**config.mk**
```make
export PLATFORM = sky130hd
export DESIGN_NAME = bace_encoder
export DESIGN_NICKNAME = d
export VERILOG_FILES = /design/src/core/bace_pkg.sv /design/src/core/bace_rs_lane.sv /design/src/core/bace_encoder.sv
export SDC_FILE = /design/constraint.sdc
export NUM_CORES = 1
export LEC_CHECK = 0
export ABC_AREA = 1
export ABC_CLOCK_PERIOD_IN_PS = 3170
export BUFFER_PORTS_ARGS = -buffer_cell sky130_fd_sc_hd__buf_2
export CAP_MARGIN = 0
export CORE_ASPECT_RATIO = 0.8
export CORE_MARGIN = 10
export CORE_UTILIZATION = 40
export CTS_BUF_LIST = sky130_fd_sc_hd__clkbuf_16
export DETAILED_ROUTE_END_ITERATION = 10
export GPL_ROUTABILITY_DRIVEN = 0
export GPL_TIMING_DRIVEN = 0
export MAX_ROUTING_LAYER = met4
export PLACE_DENSITY = 0.68
export SYNTH_ARGS = -nofsm -noshare
export SYNTH_HDL_FRONTEND = slang
export SYNTH_SLANG_ARGS = --single-unit
```
**constraint.sdc**
```tcl
create_clock -name clock -period 3.17 [get_ports clock]
set_input_delay 0.4755 -clock clock [delete_from_list [all_inputs] [get_ports clock]]
set_output_delay 0.4755 -clock clock [all_outputs]
set_load 0.01 [all_outputs]
```
**src/core/bace_pkg.sv**
```systemverilog
// Constants and types shared by the burst area code encoder
package bace_pkg;
  // Sync and resync words
  localparam logic [7:0]  SYNC_FIXED   = 8'h46;   // 01000110, RZ channel bits
  localparam logic [3:0]  FSYNC_CODE   = 4'h0;
  localparam logic [3:0]  RSN_FIRST    = 4'h1;
  localparam logic [3:0]  RSN_LAST     = 4'hf;
  // Fixed field bytes
  localparam logic [7:0]  PRE_BYTE     = 8'h00;
  localparam logic [7:0]  POST_BYTE    = 8'h55;
  localparam logic [7:0]  PAD_BYTE     = 8'h00;
  // Size parameter range
  localparam logic [3:0]  N_MIN        = 4'h1;
  localparam logic [3:0]  N_MAX        = 4'hc;
  // Detection code: x^32 + x^31 + x^4 + 1 without the x^32 term
  localparam logic [31:0] EDC_POLY     = 32'h80000011;
  // Field x^8 + x^4 + x^3 + x^2 + 1 without the x^8 term
  localparam logic [7:0]  GF_POLY      = 8'h1d;
  // Parity generator (x+1)(x+a)(x+a^2)(x+a^3), monic
  localparam logic [7:0]  RS_G3        = 8'h0f;
  localparam logic [7:0]  RS_G2        = 8'h36;
  localparam logic [7:0]  RS_G1        = 8'h78;
  localparam logic [7:0]  RS_G0        = 8'h40;
  localparam logic [5:0]  RS_TOP_DEG   = 6'h34;   // 52, offset of check byte
  // Unit timing: 16 channel bits of two clocks each
  localparam logic [4:0]  UNIT_LAST    = 5'h1f;
  localparam logic [4:0]  READY_SLOT   = 5'h1e;
  localparam logic [1:0]  BYTE_LAST    = 2'h3;
  localparam logic [1:0]  ECC_GRP_LAST = 2'h3;

  // One unit is a sync word or a byte
  typedef enum logic [3:0] {
    U_IDLE    = 4'b0000,
    U_FSYNC   = 4'b0001,
    U_PRE     = 4'b0010,
    U_RS_INFO = 4'b0011,
    U_INFO    = 4'b0100,
    U_RS_EDC  = 4'b0101,
    U_EDC     = 4'b0110,
    U_RS_ECC  = 4'b0111,
    U_ECC     = 4'b1000,
    U_RS_POST = 4'b1001,
    U_POST    = 4'b1010,
    U_RS_END  = 4'b1011
  } bace_unit_t;
endpackage : bace_pkg

```
**src/core/bace_rs_lane.sv**
```systemverilog
// One Reed-Solomon parity interleave, Horner remainder over GF(256)
`timescale 1ns/1ps
module bace_rs_lane (
  // Clock and reset
  input  wire logic        clock,
  input  wire logic        rstn,
  // Control
  input  wire logic        clear,
  input  wire logic        step,
  input  wire logic [7:0]  din,
  // Remainder {x^3, x^2, x^1, x^0}
  output logic      [31:0] rem
);
  logic [31:0] rem_q;
  logic [31:0] rem_d;
  logic [7:0]  fb;

  // Multiply two field symbols
  function automatic logic [7:0] gf_mul(input logic [7:0] a,
                                        input logic [7:0] b);
    logic [7:0] acc;
    logic [7:0] sh;
    acc = 8'h00;
    sh  = a;
    for (int k = 0; k < 8; k++) begin
      if (b[k]) acc = acc ^ sh;
      sh = sh[7] ? ({sh[6:0], 1'b0} ^ bace_pkg::GF_POLY) : {sh[6:0], 1'b0};
    end
    return acc;
  endfunction : gf_mul

  // Remainder times x plus input, reduced by the generator
  assign fb    = rem_q[31:24];
  assign rem_d = {rem_q[23:16] ^ gf_mul(fb, bace_pkg::RS_G3),
                  rem_q[15:8]  ^ gf_mul(fb, bace_pkg::RS_G2),
                  rem_q[7:0]   ^ gf_mul(fb, bace_pkg::RS_G1),
                  din          ^ gf_mul(fb, bace_pkg::RS_G0)};
  assign rem   = rem_q;

  // Remainder register
  always_ff @(posedge clock or negedge rstn) begin
    if (!rstn) rem_q <= 32'h0000_0000;
    else if (clear) rem_q <= 32'h0000_0000;
    else if (step) rem_q <= rem_d;
  end
endmodule : bace_rs_lane

```
**src/core/bace_encoder.sv**
```systemverilog
// Burst area code encoder: framing, check codes, phase and RZ modulation
`timescale 1ns/1ps
module bace_encoder (
  // Clock and reset
  input  wire logic       clock,
  input  wire logic       rstn,
  // Frame request
  input  wire logic       start,
  input  wire logic [3:0] size_n,
  // Information bytes
  input  wire logic [7:0] in_data,
  input  wire logic       in_valid,
  output logic            in_ready,
  // Stripe writer
  output logic            stripe,
  output logic            chan_bit,
  // Status
  output logic            busy,
  output logic            n_reject,
  output logic            underrun,
  output logic            frame_done
);
  bace_pkg::bace_unit_t unit_q, unit_d;
  logic [4:0]  cnt_q;
  logic [1:0]  b_q, b_d;
  logic [5:0]  g_q, g_d;
  logic [3:0]  n_q, rsn_q;
  logic [5:0]  zs_q;
  logic [15:0] ch_q;
  logic [7:0]  byte_q;
  logic [31:0] crc_q;
  logic [31:0] lane_rem [4];
  logic        in_ready_q, stripe_q, chan_bit_q, busy_q;
  logic        n_reject_q, underrun_q, frame_done_q;

  // Phase-encode a byte MSB first, optionally inverted
  function automatic logic [15:0] pe_byte(input logic [7:0] d,
                                          input logic inv);
    logic [15:0] r;
    r = 16'h0000;
    for (int k = 0; k < 8; k++) begin
      r[2*k +: 2] = (d[k] ^ inv) ? 2'b10 : 2'b01;
    end
    return r;
  endfunction : pe_byte

  // Detection remainder update, one byte MSB first
  function automatic logic [31:0] crc_byte(input logic [31:0] c,
                                           input logic [7:0] d);
    logic [31:0] r;
    r = c;
    for (int k = 7; k >= 0; k--) begin
      r = (r[31] ^ d[k]) ? ({r[30:0], 1'b0} ^ bace_pkg::EDC_POLY)
                         : {r[30:0], 1'b0};
    end
    return r;
  endfunction : crc_byte

  // Decode of boundary, start and size
  wire        is_idle   = (unit_q == bace_pkg::U_IDLE);
  wire        n_ok      = (size_n >= bace_pkg::N_MIN) &&
                          (size_n <= bace_pkg::N_MAX);
  wire        go        = is_idle && start && n_ok;
  wire        boundary  = !is_idle && (cnt_q == bace_pkg::UNIT_LAST);
  wire        b_end     = (b_q == bace_pkg::BYTE_LAST);
  wire [5:0]  info_last = 6'({n_q, 2'b00} - 6'h2); // 4n-1 groups
  wire        load      = go || (boundary && unit_d != bace_pkg::U_IDLE);
  wire        feed_info = load && (unit_d == bace_pkg::U_INFO);
  wire        feed_edc  = load && (unit_d == bace_pkg::U_EDC);
  wire        take      = feed_info && in_valid;
  wire [7:0]  info_byte = take ? in_data : bace_pkg::PAD_BYTE;
  wire [7:0]  edc_byte  = crc_q[{~b_d, 3'b000} +: 8];
  wire [7:0]  ecc_byte  = lane_rem[g_d[1:0]][{~b_d, 3'b000} +: 8];
  wire [7:0]  feed_byte = feed_info ? info_byte : edc_byte;
  wire        zs_on     = (zs_q != 6'h00);
  wire        cur_bit   = ch_q[4'hf - cnt_q[4:1]];

  // Next unit and counters at a unit boundary
  always_comb begin
    unit_d = bace_pkg::U_IDLE;
    b_d    = 2'(b_q + 2'h1);
    g_d    = g_q;
    unique case (unit_q)
      bace_pkg::U_IDLE: begin
        unit_d = go ? bace_pkg::U_FSYNC : bace_pkg::U_IDLE;
      end
      bace_pkg::U_FSYNC: begin
        unit_d = bace_pkg::U_PRE;
        b_d    = 2'h0;
      end
      bace_pkg::U_PRE: begin
        unit_d = b_end ? bace_pkg::U_RS_INFO : bace_pkg::U_PRE;
        g_d    = 6'h00;
      end
      bace_pkg::U_RS_INFO, bace_pkg::U_RS_EDC, bace_pkg::U_RS_ECC,
      bace_pkg::U_RS_POST: begin
        b_d    = 2'h0;
        unit_d = bace_pkg::bace_unit_t'(unit_q + 4'h1);
      end
      bace_pkg::U_INFO: begin
        if (!b_end) unit_d = bace_pkg::U_INFO;
        else if (g_q == info_last) unit_d = bace_pkg::U_RS_EDC;
        else unit_d = bace_pkg::U_RS_INFO;
        if (b_end) g_d = 6'(g_q + 6'h1);
      end
      bace_pkg::U_EDC: begin
        unit_d = b_end ? bace_pkg::U_RS_ECC : bace_pkg::U_EDC;
        g_d    = 6'h00;
      end
      bace_pkg::U_ECC: begin
        if (!b_end) unit_d = bace_pkg::U_ECC;
        else if (g_q[1:0] == bace_pkg::ECC_GRP_LAST)
          unit_d = bace_pkg::U_RS_POST;
        else unit_d = bace_pkg::U_RS_ECC;
        if (b_end) g_d = 6'(g_q + 6'h1);
      end
      bace_pkg::U_POST: begin
        unit_d = b_end ? bace_pkg::U_RS_END : bace_pkg::U_POST;
      end
      bace_pkg::U_RS_END: begin
        unit_d = bace_pkg::U_IDLE;
      end
      default: begin
        unit_d = bace_pkg::U_IDLE;
      end
    endcase
  end

  // Byte and channel pattern of the next unit
  logic [7:0]  nbyte;
  logic [15:0] nch;
  logic [15:0] pe_inv;
  logic        nsync;
  always_comb begin
    nbyte = bace_pkg::PRE_BYTE;
    nsync = 1'b0;
    unique case (unit_d)
      bace_pkg::U_INFO: nbyte = info_byte;
      bace_pkg::U_EDC:  nbyte = edc_byte;
      bace_pkg::U_ECC:  nbyte = ecc_byte;
      bace_pkg::U_POST: nbyte = bace_pkg::POST_BYTE;
      bace_pkg::U_PRE:  nbyte = bace_pkg::PRE_BYTE;
      bace_pkg::U_FSYNC: begin
        nbyte = {bace_pkg::FSYNC_CODE, 4'h0};
        nsync = 1'b1;
      end
      default: begin
        nbyte = {rsn_q, 4'h0};
        nsync = 1'b1;
      end
    endcase
    // Inverted pattern held in a variable, a call result cannot be sliced
    pe_inv = pe_byte(nbyte, 1'b1);
    if (nsync)
      nch = {bace_pkg::SYNC_FIXED, pe_inv[15:8]};
    else if (unit_d == bace_pkg::U_INFO || unit_d == bace_pkg::U_EDC ||
             unit_d == bace_pkg::U_ECC)
      nch = pe_byte(nbyte, 1'b0);
    else
      nch = pe_inv;
  end

  // Parity lanes, one per interleave
  for (genvar j = 0; j < 4; j++) begin : g_lane
    bace_rs_lane u_lane (
      .clock (clock),
      .rstn  (rstn),
      .clear (go),
      .step  (zs_on || ((feed_info || feed_edc) && b_d == 2'(j))),
      .din   (zs_on ? 8'h00 : feed_byte),
      .rem   (lane_rem[j])
    );
  end

  // Sequencer state
  always_ff @(posedge clock or negedge rstn) begin
    if (!rstn) begin
      unit_q <= bace_pkg::U_IDLE;
      cnt_q  <= 5'h00;
      b_q    <= 2'h0;
      g_q    <= 6'h00;
      n_q    <= 4'h0;
    end else begin
      cnt_q <= is_idle ? 5'h00 : 5'(cnt_q + 5'h1);
      if (go) n_q <= size_n;
      if (go || boundary) begin
        unit_q <= unit_d;
        b_q    <= b_d;
        g_q    <= g_d;
      end
    end
  end

  // Channel pattern, current byte, resync number
  always_ff @(posedge clock or negedge rstn) begin
    if (!rstn) begin
      ch_q   <= 16'h0000;
      byte_q <= 8'h00;
      rsn_q  <= bace_pkg::RSN_FIRST;
    end else if (load) begin
      ch_q   <= nch;
      byte_q <= nbyte;
      if (go) rsn_q <= bace_pkg::RSN_FIRST;
      else if (nsync)
        rsn_q <= (rsn_q == bace_pkg::RSN_LAST) ? bace_pkg::RSN_FIRST
                                               : 4'(rsn_q + 4'h1);
    end
  end

  // Detection remainder and parity zero-shift count
  always_ff @(posedge clock or negedge rstn) begin
    if (!rstn) begin
      crc_q <= 32'h0000_0000;
      zs_q  <= 6'h00;
    end else begin
      if (go) crc_q <= 32'h0000_0000;
      else if (feed_info) crc_q <= crc_byte(crc_q, info_byte);
      if (feed_edc && b_d == bace_pkg::BYTE_LAST)
        zs_q <= 6'(bace_pkg::RS_TOP_DEG - {n_q, 2'b00});
      else if (zs_on) zs_q <= 6'(zs_q - 6'h1);
    end
  end

  // Registered outputs
  always_ff @(posedge clock or negedge rstn) begin
    if (!rstn) begin
      in_ready_q   <= 1'b0;
      stripe_q     <= 1'b0;
      chan_bit_q   <= 1'b0;
      busy_q       <= 1'b0;
      n_reject_q   <= 1'b0;
      underrun_q   <= 1'b0;
      frame_done_q <= 1'b0;
    end else begin
      in_ready_q   <= !is_idle && cnt_q == bace_pkg::READY_SLOT &&
                      unit_d == bace_pkg::U_INFO;
      stripe_q     <= !is_idle && cur_bit && !cnt_q[0];
      chan_bit_q   <= !is_idle && cur_bit;
      busy_q       <= !is_idle;
      n_reject_q   <= is_idle && start && !n_ok;
      underrun_q   <= feed_info && !in_valid;
      frame_done_q <= boundary && unit_q == bace_pkg::U_RS_END;
    end
  end

  assign in_ready   = in_ready_q;
  assign stripe     = stripe_q;
  assign chan_bit   = chan_bit_q;
  assign busy       = busy_q;
  assign n_reject   = n_reject_q;
  assign underrun   = underrun_q;
  assign frame_done = frame_done_q;

  // Checks
  wire data_unit = unit_q == bace_pkg::U_INFO || unit_q == bace_pkg::U_EDC ||
                   unit_q == bace_pkg::U_ECC;
  wire fix_unit  = unit_q == bace_pkg::U_PRE || unit_q == bace_pkg::U_POST;
  wire dbit      = byte_q[3'h7 - cnt_q[4:2]];

  a_rz_pulse: assert property (@(posedge clock) disable iff (!rstn)
    stripe |=> !stripe) else $error("stripe longer than half bit");
  a_reject_n: assert property (@(posedge clock) disable iff (!rstn)
    (is_idle && start && !n_ok) |=> (n_reject && is_idle))
    else $error("bad size not rejected");
  a_norm_map: assert property (@(posedge clock) disable iff (!rstn)
    (data_unit && cnt_q[1:0] == 2'b00) |-> (cur_bit == dbit) ##2
    (cur_bit == !$past(dbit, 2))) else $error("normal mapping wrong");
  a_inv_map: assert property (@(posedge clock) disable iff (!rstn)
    (fix_unit && cnt_q[1:0] == 2'b00) |-> (cur_bit == !dbit))
    else $error("inverted mapping wrong");
  a_pre_after: assert property (@(posedge clock) disable iff (!rstn)
    (unit_q == bace_pkg::U_FSYNC && boundary) |=>
    (unit_q == bace_pkg::U_PRE && byte_q == bace_pkg::PRE_BYTE))
    else $error("lead field missing");
  a_no_gap: assert property (@(posedge clock) disable iff (!rstn)
    (boundary && unit_q != bace_pkg::U_RS_END) |=>
    (!is_idle && cnt_q == 5'h00)) else $error("gap in stream");
  a_sync_fixed: assert property (@(posedge clock) disable iff (!rstn)
    (!is_idle && !data_unit && !fix_unit) |->
    (ch_q[15:8] == bace_pkg::SYNC_FIXED)) else $error("bad sync word");
  a_post_val: assert property (@(posedge clock) disable iff (!rstn)
    (unit_q == bace_pkg::U_POST && boundary && b_end) |=>
    (unit_q == bace_pkg::U_RS_END)) else $error("tail resync missing");
  a_parity_ready: assert property (@(posedge clock) disable iff (!rstn)
    (unit_q == bace_pkg::U_ECC) |-> !zs_on)
    else $error("parity read before done");
  c_frame: cover property (@(posedge clock) disable iff (!rstn) frame_done);
  c_reject: cover property (@(posedge clock) disable iff (!rstn) n_reject);
  c_underrun: cover property (@(posedge clock) disable iff (!rstn) underrun);
endmodule : bace_encoder

```
Yosys cells after proc, flatten, opt, wreduce, memory -nomap -nowiden
Index checks and enable logic that the tools add are counted.
{"block": "word_totals", "ff_bits": 214, "elab_cells": 297}
{"block": "classes", "addsub": 9, "magnitude_cmp": 4, "eq_ne": 28, "shift": 2, "mux": 87, "n_bitwise": 94, "n_reduce_logical": 52}
{"operator": "$mux W32", "n": 20}
{"operator": "$xor A8 B8 Y8", "n": 52}
{"operator": "$mux W5", "n": 25}
{"operator": "$not A4 Y4", "n": 24}
{"operator": "$bmux W32 S2", "n": 1}
{"operator": "$shiftx A32 B6 Y8", "n": 2}
{"operator": "$pmux W8 S5", "n": 1}
{"operator": "$mux W2", "n": 17}
{"operator": "$mux W16", "n": 2}
{"operator": "$pmux W4 S8", "n": 1}
{"operator": "$eq A4 B4 Y1 const B", "n": 7}
{"operator": "$eq A4 B3 Y1 const B", "n": 6}
{"operator": "$mux W8", "n": 3}
{"operator": "$not A3 Y3", "n": 8}
{"operator": "$logic_and A1 B1 Y1", "n": 20}
{"operator": "$mux W4", "n": 5}
{"operator": "$mux W6", "n": 3}
{"operator": "$reduce_bool A2 Y1", "n": 7}
{"operator": "$eq A4 B2 Y1 const B", "n": 3}
{"operator": "$pmux W6 S2", "n": 1}
{"operator": "$eq A5 B5 Y1 const B", "n": 2}
{"operator": "$reduce_or A5 Y1", "n": 2}
{"operator": "$logic_or A1 B1 Y1", "n": 9}
{"operator": "$add A4 B1 Y4 const B", "n": 2}
{"operator": "31 further kinds", "n": 53}

Depth between registers and ports, before layout
Gate-level depths: netlist (run 1).
{"block": "depth", "depth_word": 29, "depth_mapped": 31}

Hierarchy
Synthesis (run 1) repeated with hierarchy kept, for this count alone.
{"block": "hier_totals", "cells_unflattened": 2351, "hier_area_um2": 16519.6}
{"mod": "bace_rs_lane (g_lane[1].u_lane ...)", "n_inst": 3, "cells_each": 351, "area_each_um2": 2544.9}
{"mod": "bace_encoder", "n_inst": 1, "cells_each": 948, "area_each_um2": 6401.1}
{"mod": "bace_rs_lane (g_lane[0].u_lane)", "n_inst": 1, "cells_each": 350, "area_each_um2": 2483.6}

Worst setup path before layout (run 1)
OpenSTA, ideal clock, no wires.
{"block": "synth_timing", "path_type": "register -> register", "from": "register n_q[0]", "to": "register crc_q[31]", "t_arrival_ns": 2.969, "t_required_ns": 3.053, "setup_slack_ns": 0.084, "stages_incl_launch_ff": 28, "n_path_buf": 1, "period_less_slack_ns": 3.086, "path_cell_list": "dfrtp_1 -> inv_1 -> ha_1 -> nand2_1 -> inv_1 -> nor2_1 -> nand2_1 -> nor2_1 -> nand2_1 -> nand3_1 -> nand2_2 -> nor2_4 -> nand4_4 -> nor2_4 -> buf_6 -> nand2_1 -> xor2_1 -> inv_1 -> nand3_1 -> nand3_2 -> nand2_4 -> nand2_2 -> nand3_2 -> nand2_2 -> nand2_1 -> nand3_1 -> nand3_1 -> nand2_1"}
{"block": "synth_between", "elab_chain_len": 29, "elab_cells_between_ends": 31}
{"element": "start, declared", "line_no": "bace_encoder.sv:27", "rtl": "logic [3:0] n_q, rsn_q;"}
{"element": "start signal, assigned", "line_no": "bace_encoder.sv:185", "rtl": "if (go) n_q <= size_n;"}
{"element": "$sub A6 B2 Y6 *", "line_no": "bace_encoder.sv:66", "rtl": "wire [5:0] info_last = 6'({n_q, 2'b00} - 6'h2);"}
{"element": "$eq A6 B6 Y1 *", "line_no": "bace_encoder.sv:102", "rtl": "else if (g_q == info_last) unit_d = bace_pkg::U_RS_EDC;"}
{"element": "$mux W3 *", "line_no": "bace_encoder.sv:102"}
{"element": "$mux W3 *", "line_no": "bace_encoder.sv:101", "rtl": "if (!b_end) unit_d = bace_pkg::U_INFO;"}
{"element": "$pmux W4 S8 *", "line_no": "bace_encoder.sv:83", "rtl": "unique case (unit_q)"}
{"element": "$reduce_bool A4 Y1", "line_no": "bace_encoder.sv:67", "rtl": "wire load = go || (boundary && unit_d != bace_pkg::U_IDLE);"}
{"element": "$logic_and A1 B1 Y1", "line_no": "bace_encoder.sv:67"}
{"element": "$logic_or A1 B1 Y1", "line_no": "bace_encoder.sv:67"}
{"element": "[... 13 more ...]"}
{"element": "$xor A1 B1 Y1", "line_no": "bace_encoder.sv:53", "rtl": "r = (r[31] ^ d[k]) ? ({r[30:0], 1'b0} ^ bace_pkg::EDC_POLY)"}
{"element": "$mux W32", "line_no": "bace_encoder.sv:53"}
{"element": "$xor A1 B1 Y1", "line_no": "bace_encoder.sv:53"}
{"element": "$mux W32", "line_no": "bace_encoder.sv:53"}
{"element": "$xor A1 B1 Y1", "line_no": "bace_encoder.sv:53"}
{"element": "$mux W32", "line_no": "bace_encoder.sv:53"}
{"element": "$mux W32", "line_no": "bace_encoder.sv:217", "rtl": "else if (feed_info) crc_q <= crc_byte(crc_q, info_byte);"}
{"element": "$mux W32", "line_no": "bace_encoder.sv:216", "rtl": "if (go) crc_q <= 32'h0000_0000;"}
{"element": "end signal, assigned", "line_no": "bace_encoder.sv:217"}
{"element": "end, declared", "line_no": "bace_encoder.sv:31", "rtl": "logic [31:0] crc_q;"}
Every way passes the cells marked *; elsewhere a longest branch is shown, timed or not. The select of a mux whose other input is x is not followed.
A chain may end at the register's enable or synchronous reset.

Final worst setup path (run 1)
{"block": "layout_timing", "from": "register unit_q[0]", "to": "register crc_q[4]"}
{"block": "layout_between", "elab_chain_len": 29, "elab_cells_between_ends": 46}
{"element": "start, declared", "line_no": "bace_encoder.sv:23", "rtl": "bace_pkg::bace_unit_t unit_q, unit_d;"}
{"element": "start signal, assigned", "line_no": "bace_encoder.sv:178", "rtl": "unit_q <= bace_pkg::U_IDLE;"}
{"element": "start signal, assigned", "line_no": "bace_encoder.sv:187", "rtl": "unit_q <= unit_d;"}
{"element": "branches (longest 29 deep; another with $add A4 B1 Y4)"}
Parallel ways; which one is timed is not known. The select of a mux whose other input is x is not followed.

==> results of run 1 <==
cells by family (layout without fill, tap and decap cells):
kind of cell	count (synthesis)	in the layout
xor+xnor	316	316
simple gates	430	430
fa+ha+maj	17	17
buf+inv	334	471
flops	214	214
compound gates	426	426
flip-flops by register name, summed over array words and instances, names as in the netlist, 2 cells and up:
signal / cells
b_q: 2
g_q: 6
unit_q: 4
ch_q: 16
crc_q: 32
zs_q: 6
n_q: 4
cnt_q: 5
g_lane.u_lane.rem: 128
rsn_q: 4
cells in the mapped netlist (2+ instances only):
library cell	instances	area share [%]
nand2_1	198	5.3
a21oi_1	64	2.3
clkbuf_1	55	1.5
clkinv_1	4	0.11
o21ai_0	167	6.0
o21ai_1	4	0.14
o32ai_1	5	0.31
a41oi_1	3	0.19
a22oi_1	8	0.43
dfrtp_1	213	38
nand3_2	10	0.71
o211ai_1	13	0.70
buf_2	12	0.43
nand3_1	72	2.6
nor2_4	2	0.16
o2bb2ai_1	5	0.31
a211oi_1	3	0.16
ha_1	17	1.5
inv_1	252	6.7
xor2_1	239	15
nand2_2	13	0.58
xnor2_1	77	4.8
or2_2	2	0.089
o21a_1	8	0.43
o2111ai_1	3	0.19
inv_2	5	0.13
a31oi_1	2	0.089
nand4_1	8	0.36
o22ai_1	125	5.6
buf_1	3	0.080
o221ai_1	9	0.56
nor2_1	106	2.8
nor3_1	8	0.29
nand2_4	2	0.16
a2111oi_0	2	0.12
nor3b_1	3	0.16
o21ai_2	2	0.12
path summary, 6_finish.rpt:
| path | start | end | depth (start not counted) |
|---|---|---|---|
| worst min-delay path | in_valid | underrun$_DFF_PN0_ | 2 |
| worst max-delay path | unit_q[0]$_DFFE_PN0P_ | crc_q[4]$_DFFE_PN0P_ | 30 |
| worst max register to register | unit_q[0]$_DFFE_PN0P_ | crc_q[4]$_DFFE_PN0P_ | 30 |
| max in group asynchronous | rstn | g_lane[0].u_lane.rem[0]$_DFFE_PN0P_ | 3 |
| min in group asynchronous | rstn | n_reject$_DFF_PN0_ | 2 |
| worst min register to register | ch_q[0]$_DFFE_PN0P_ | ch_q[0]$_DFFE_PN0P_ | 2 |
layout make-up:
class	count	area (sq um)	share of cell area, %
Tap cell	472	591	3.43
Multi-Input combinational cell	1189	8270	48.1
Inverter	261	1040	6.05
Timing Repair Buffer	94	746	4.34
Buffer	71	452	2.63
Clock inverter	20	111	0.648
Clock buffer	25	626	3.64
Sequential cell	214	5360	31.2
cell usage in the layout (no fill, tap or decap), types with 26 or more instances in the layout:
| cell | instances |
|---|---|
| dfrtp_1 | 210 |
| o21ai_0 | 134 |
| nand2_1 | 155 |
| nand2_4 | 27 |
| buf_4 | 71 |
| nand3_1 | 60 |
| inv_1 | 229 |
| xor2_1 | 234 |
| o21ai_1 | 34 |
| o22ai_1 | 115 |
| clkbuf_1 | 26 |
| xnor2_1 | 76 |
| nand2_2 | 27 |
| nor2_1 | 79 |
| a21oi_1 | 53 |
worst max-delay path: cells and delay by family (launching register included):
kind | cells | cell delay (ns)
AND/OR/NAND/NOR | 22 | 2.10
adder cells (fa/ha/maj) | 1 | 0.19
flip-flops | 1 | 0.39
buffers and inverters | 7 | 0.67
power by group through the flow:
stage	Clock (W)	Sequential [W]	Combinational (W)
detailed placement	0	0.00278	0.0000851
floorplan	0	0.00278	0.00000428
global route	0.00284	0.00273	0.0000971
CTS	0.00274	0.00273	0.0000876
finish	0.00271	0.00273	0.0000838
global placement	0	0.00278	0.0000742
metal layers:
| layer | vias to the layer above | global-route usage [%] |
|---|---|---|
| met4 | 0 | 6.79 |
| met3 | 156 | 5.63 |
| met2 | 732 | 29.3 |
| met5 | - | - |
| met1 | 6306 | 28.9 |
| li1 | 5959 | - |
per-stage QoR:
step | util (%) | hold slack [ns]
floorplan | - | 0.180
global placement | 42.4 | 0.472
detailed placement | 42.6 | 0.455
CTS | 47.2 | 0.0713
global route | 49.5 | 0.0992
finish | 49.5 | 0.0907
timing repair:
item | 4_1_cts | 5_1_grt
cloned | 1 | 0
setup buffers | 35 | 33
pin swaps | 38 | 56
hold buffers | 1 | 0
resized for setup | 177 | 202
hold endpoints to repair | 57 | 0
setup endpoints to repair | 161 | 155
==> impl_metrics.json, run 1 <==
{
  "setup_viol": 9,
  "pin_count": 23,
  "synthCells": 1737,
  "cts_made_buffers": 25,
  "synth_top_family_by_area": "XOR/XNOR gates",
  "yosys_register_bits": 214,
  "power_w": 0.00552,
  "grt_setup_unrepaired": "true",
  "antenna_found_initial": 0,
  "hold_viol": 0,
  "drtIter0Drc": 2017,
  "switchingPower_w": 0.00127,
  "dieArea_sq_um": 43000,
  "clockBufferDepth": 3,
  "r2r_setup_slack_ns": -0.25,
  "vias_per_cell": 5.61,
  "hpwl_um": 32700,
  "synthXorXnorAreaFrac_pct": 19.7,
  "arrival_ns": 3.88,
  "worstMarginPinSlew_ns": 0.766,
  "min_period_ns": 3.42,
  "yosysSeqAreaShare_pct": 38.2,
  "dr_wl_met2_um": 19400,
  "crit_path_end_kind": "register",
  "slew_headroom_pct": 48.9,
  "fmax_mhz": 292,
  "maxSlewViolCount": 0,
  "place_area_sq_um": 14800,
  "drt_wl_total_um": 46300,
  "power.density_nw_per_um2": 321,
  "critPathKind": "register to register",
  "coreArea_sq_um": 34700,
  "synth.mux.area_fraction_pct": 0,
  "finClkSkew_ns": 0.0224,
  "root_buffer": "clkbuf_16",
  "holdCritPathClass": "primary input to register",
  "required_ns": 3.62,
  "fin_ws_ns": -0.251,
  "syn_area_sq_um": 14000,
  "status": "finished with violations",
  "violations": "negative setup slack",
  "place_inst": 2233,
  "grt_max_degree": 80,
  "drive_gt1_share_pct": 20.0,
  "yosysWarnings": 0,
  "dr.max_layer_used": "met4",
  "start_util_pct": 40.4,
  "cpPeakStageDelay_ns": 0.39,
  "syn_to_final_growth_pct": 22.5,
  "cts.sinks": 214,
  "ys_types": 50,
  "yosys_most_used_dff": "dfrtp_1",
  "num_vias": 13153,
  "fillers": 3199,
  "wl_met1_um": 19800,
  "synth-adder-area-share_pct": 1.52,
  "h-tree-depth": 1,
  "crit_path_start_kind": "register",
  "synthSimpleGateAreaFrac_pct": 13.7,
  "drtPass1Iterations": 7,
  "cts_tree": "built",
  "setup_tns_ns": -1.49,
  "grt_pass1_vias": 12433,
  "pwr-share-seq_pct": 49.5,
  "stdcell_count": 2346,
  "ir_drop_mv": 0.368,
  "syn-num-nets": 1770,
  "maxCapViolations": 0,
  "sw_frac_of_total_pct": 23.1,
  "cp_max_fo": 5,
  "synth_edf_count": 0,
  "leakage_nw": 8.18,
  "internal_power_w": 0.00425,
  "post_synth.cell_area_avg_sq_um": 8.08,
  "worstSkewPairLatency_ns": 0.57,
  "final_area_sq_um": 17200,
  "wl_met3_um": 5090,
  "slowest_stage": "dfrtp_1",
  "grt_pass1_wl_um": 71200,
  "drtAntennaViolNets": 0,
  "dp_slack_ns": -0.892,
  "portBuffers": 22,
  "die_w_um": 229,
  "overflow": 0,
  "grt_use_total_pct": 21.0,
  "async_flop_share_pct": 100,
  "power_frac_comb_pct": 1.5,
  "p_clk_share_pct": 49.0,
  "nets": 1889,
  "clk_pin_slew_worst_paths_ns": 0.06,
  "die_y_um": 188,
  "drc": 0,
  "synth-compound-area-share_pct": 17.7,
  "num_rows": 61,
  "antenna_cells": 0,
  "cpMostUsedCell": "nand2_4",
  "timing.final.crit_share_pct": 108,
  "wire_per_inst_um": 19.7
}
No activity file was read; power rests on OpenSTA's default activity.
==> run 2: changes to the inputs <==
- ABC_CLOCK_PERIOD_IN_PS: 3170 -> 3900
- PLACE_DENSITY: 0.68 -> 0.66
- clock period: 3.17 -> 3.9 ns (I/O delays scaled with it)
==> run 2 against run 1 <==
  * The run now ends clean
  * First-iteration DRC count shrank 15%
  * Combinational power down 27%
  * Final area fell by 7.2%
  * Wire length shrank 4.2%
  * Sequential share of layout area grew 2.4 points
  * Worst hold slack worse by 0.022 ns
  * Utilization down 3.6 points
  * Via count fell by 3.2%
  * Sequential cell count is the same
  * Clock skew up 0.0020 ns
  * Setup slack improved by 0.43 ns
  * Critical endpoint is now ch_q[1]$_DFFE_PN0P_
==> impl_metrics.json, run 2 (synthesis results as in run 1) <==
{
  "cp_max_fo": 10,
  "cpMostUsedCell": "nand2_1",
  "fmax_mhz": 269,
  "worstSkewPairLatency_ns": 0.55,
  "status": "finished clean",
  "drtPass1Iterations": 9,
  "crit_path_start_kind": "register",
  "syn_to_final_growth_pct": 13.7,
  "drt_wl_total_um": 44300,
  "critPathKind": "register to register",
  "crit_chain": "inv_1 > ha_1 > nand2_1 > nand2_2 > nand2_1 > nand2_1 > clkbuf_2 > clkbuf_1 > clkbuf_2 > a21oi_1 > o21ai_0 > a41oi_1 > o211ai_1 > nand2_1 > nand2_1 > o21a_1",
  "antenna_cells": 0,
  "wire_per_inst_um": 19.4,
  "clk_pin_slew_worst_paths_ns": 0.06,
  "mostFrequentLayoutCells": "inv_1 (252), xor2_1 (237), dfrtp_1 (212)",
  "finClkSkew_ns": 0.0244,
  "grt_use_total_pct": 20.6,
  "h-tree-depth": 1,
  "grt_pass1_vias": 12004,
  "antenna_found_initial": 0,
  "stdcell_count": 2290,
  "maxSlewViolCount": 0,
  "regArea_sq_um": 5360,
  "num_vias": 12730,
  "power_frac_comb_pct": 1.3,
  "cts_tree": "built",
  "worstMarginPinSlew_ns": 0.830,
  "cts_made_buffers": 25,
  "hpwl_um": 32700,
  "slew_headroom_pct": 44.7,
  "setup_viol": 0,
  "num_rows": 61,
  "timing.final.crit_share_pct": 95.4,
  "pwr-share-seq_pct": 46.7,
  "critPathBufInv": 4,
  "setup_tns_ns": 0,
  "multi_input_area_sq_um": 7600,
  "crit_family": "buffers and inverters",
  "ir_drop_mv": 0.319,
  "switchingPower_w": 0.00103,
  "grt_pass1_wl_um": 69600,
  "largest_reg_flops": 128,
  "mostFrequentLayoutCell": "inv_1",
  "overflow": 0,
  "drc": 0,
  "sw_frac_of_total_pct": 21.8,
  "clockBufferDepth": 3,
  "hold_buffers": 0,
  "cts.sinks": 214,
  "crit_path_end_kind": "register",
  "hold_viol": 0,
  "internal_power_w": 0.00372,
  "root_buffer": "clkbuf_16",
  "pin_count": 23,
  "die_y_um": 188,
  "slowest_stage": "dfrtp_1",
  "vias_per_cell": 5.56,
  "start_util_pct": 40.4,
  "dieArea_sq_um": 43000,
  "maxCapViolations": 0,
  "whs_ns": 0.0685,
  "leakage_nw": 7.69,
  "p_clk_share_pct": 52.0,
  "power.density_nw_per_um2": 298,
  "portBuffers": 22,
  "min_period_ns": 3.72,
  "fillers": 3395,
  "arrival_ns": 4.20,
  "cpPeakStageDelay_ns": 0.42,
  "grt_max_degree": 118,
  "drive_gt1_share_pct": 9.68,
  "die_w_um": 229,
  "drtIter0Drc": 1719,
  "nets": 1832,
  "drtAntennaViolNets": 0,
  "coreArea_sq_um": 34700,
  "required_ns": 4.38,
  "holdCritPathClass": "primary input to async pin",
  "place_inst": 2232
}
[run 2: cell types whose count changed in the layout (fill, tap and decap cells not counted), moves of 11 or more]
cell / change
o21ai_0: +33
a21oi_1: +11
nor2_2: -11
nand2_4: -19
clkbuf_1: +15
buf_4: -58
nand2_1: +30
nor2_4: -11
inv_2: -12
o21ai_1: -31
nor2_1: +22
inv_1: +23
buf_6: -14
[run 2: worst reg2reg max path, cell delays in order, from the launching register on]
cell      delay [ns]
dfrtp_1         0.42
inv_1           0.16
ha_1            0.25
nand2_1         0.14
nand2_2         0.12
nand2_1         0.05
nand2_1         0.22
clkbuf_2        0.29
clkbuf_1        0.41
clkbuf_2        0.37
a21oi_1         0.20
o21ai_0         0.36
a41oi_1         0.19
o211ai_1        0.15
nand2_1         0.11
nand2_1         0.10
o21a_1          0.12
[run 2: final timing paths]
path                                        from                                    to  slack (ns)  cells past startpoint
min in group clock                      in_valid                    underrun$_DFF_PN0_        0.20                      2
min reg2reg                  ch_q[2]$_DFFE_PN0P_                   ch_q[2]$_DFFE_PN0P_        0.48                      1
min                                         rstn                    n_q[3]$_DFFE_PN0N_        0.07                      1
max                        unit_q[0]$_DFFE_PN0P_                   ch_q[1]$_DFFE_PN0P_        0.18                     16
max in group asynchronous                   rstn  g_lane[3].u_lane.rem[30]$_DFFE_PN0P_        2.76                      2
max reg2reg                unit_q[0]$_DFFE_PN0P_                   ch_q[1]$_DFFE_PN0P_        0.18                     16
[run 2: final cells by class]
type                    instances  share of cell area (%)
plain buffers                  73                    2.08
clock buffers                  25                    3.92
clock inverters                21                    1.39
inverters                     261                    6.22
multi-input cells            1189                    47.6
flip-flops and latches        214                    33.6
well taps                     472                    3.70
repair buffers                 35                    1.49
[run 2: timing repair]
item / CTS / global route
setup endpoints to repair: 87 / 145
setup buffers: 0 / 12
pin swaps: 0 / 10
resized for setup: 7 / 80
[run 2: per-stage QoR]
| step | total power (W) | utilization (%) | area, sq um | worst slack (ns) |
|---|---|---|---|---|
| floorplan | 0.00227 | - | 14000 | 0.814 |
| CTS | 0.00480 | 45.0 | 15600 | 0.0336 |
| global route | 0.00490 | 46.0 | 16000 | -0.0472 |
| finish | 0.00476 | 46.0 | 16000 | 0.178 |
| global placement | 0.00232 | 42.4 | 14700 | -1.65 |
| detailed placement | 0.00233 | 42.5 | 14800 | -0.333 |
[run 2: power groups by stage]
stage | sequential (W) | combinational [W] | clock, W
6_report | 0.00222 | 0.0000615 | 0.00247
5_1_grt | 0.00222 | 0.0000727 | 0.00261
3_3_place_gp | 0.00226 | 0.0000604 | 0
2_1_floorplan | 0.00226 | 0.00000348 | 0
4_1_cts | 0.00222 | 0.0000659 | 0.00251
3_5_place_dp | 0.00226 | 0.0000657 | 0
[run 2: per-layer routing]
metal,up-vias,GRT usage [%],share of wire (%)
met5,-,-,0
met4,0,5.21,3.0
met3,112,4.93,11
met2,682,28.7,42
met1,6109,29.2,45
li1,5827,-,-
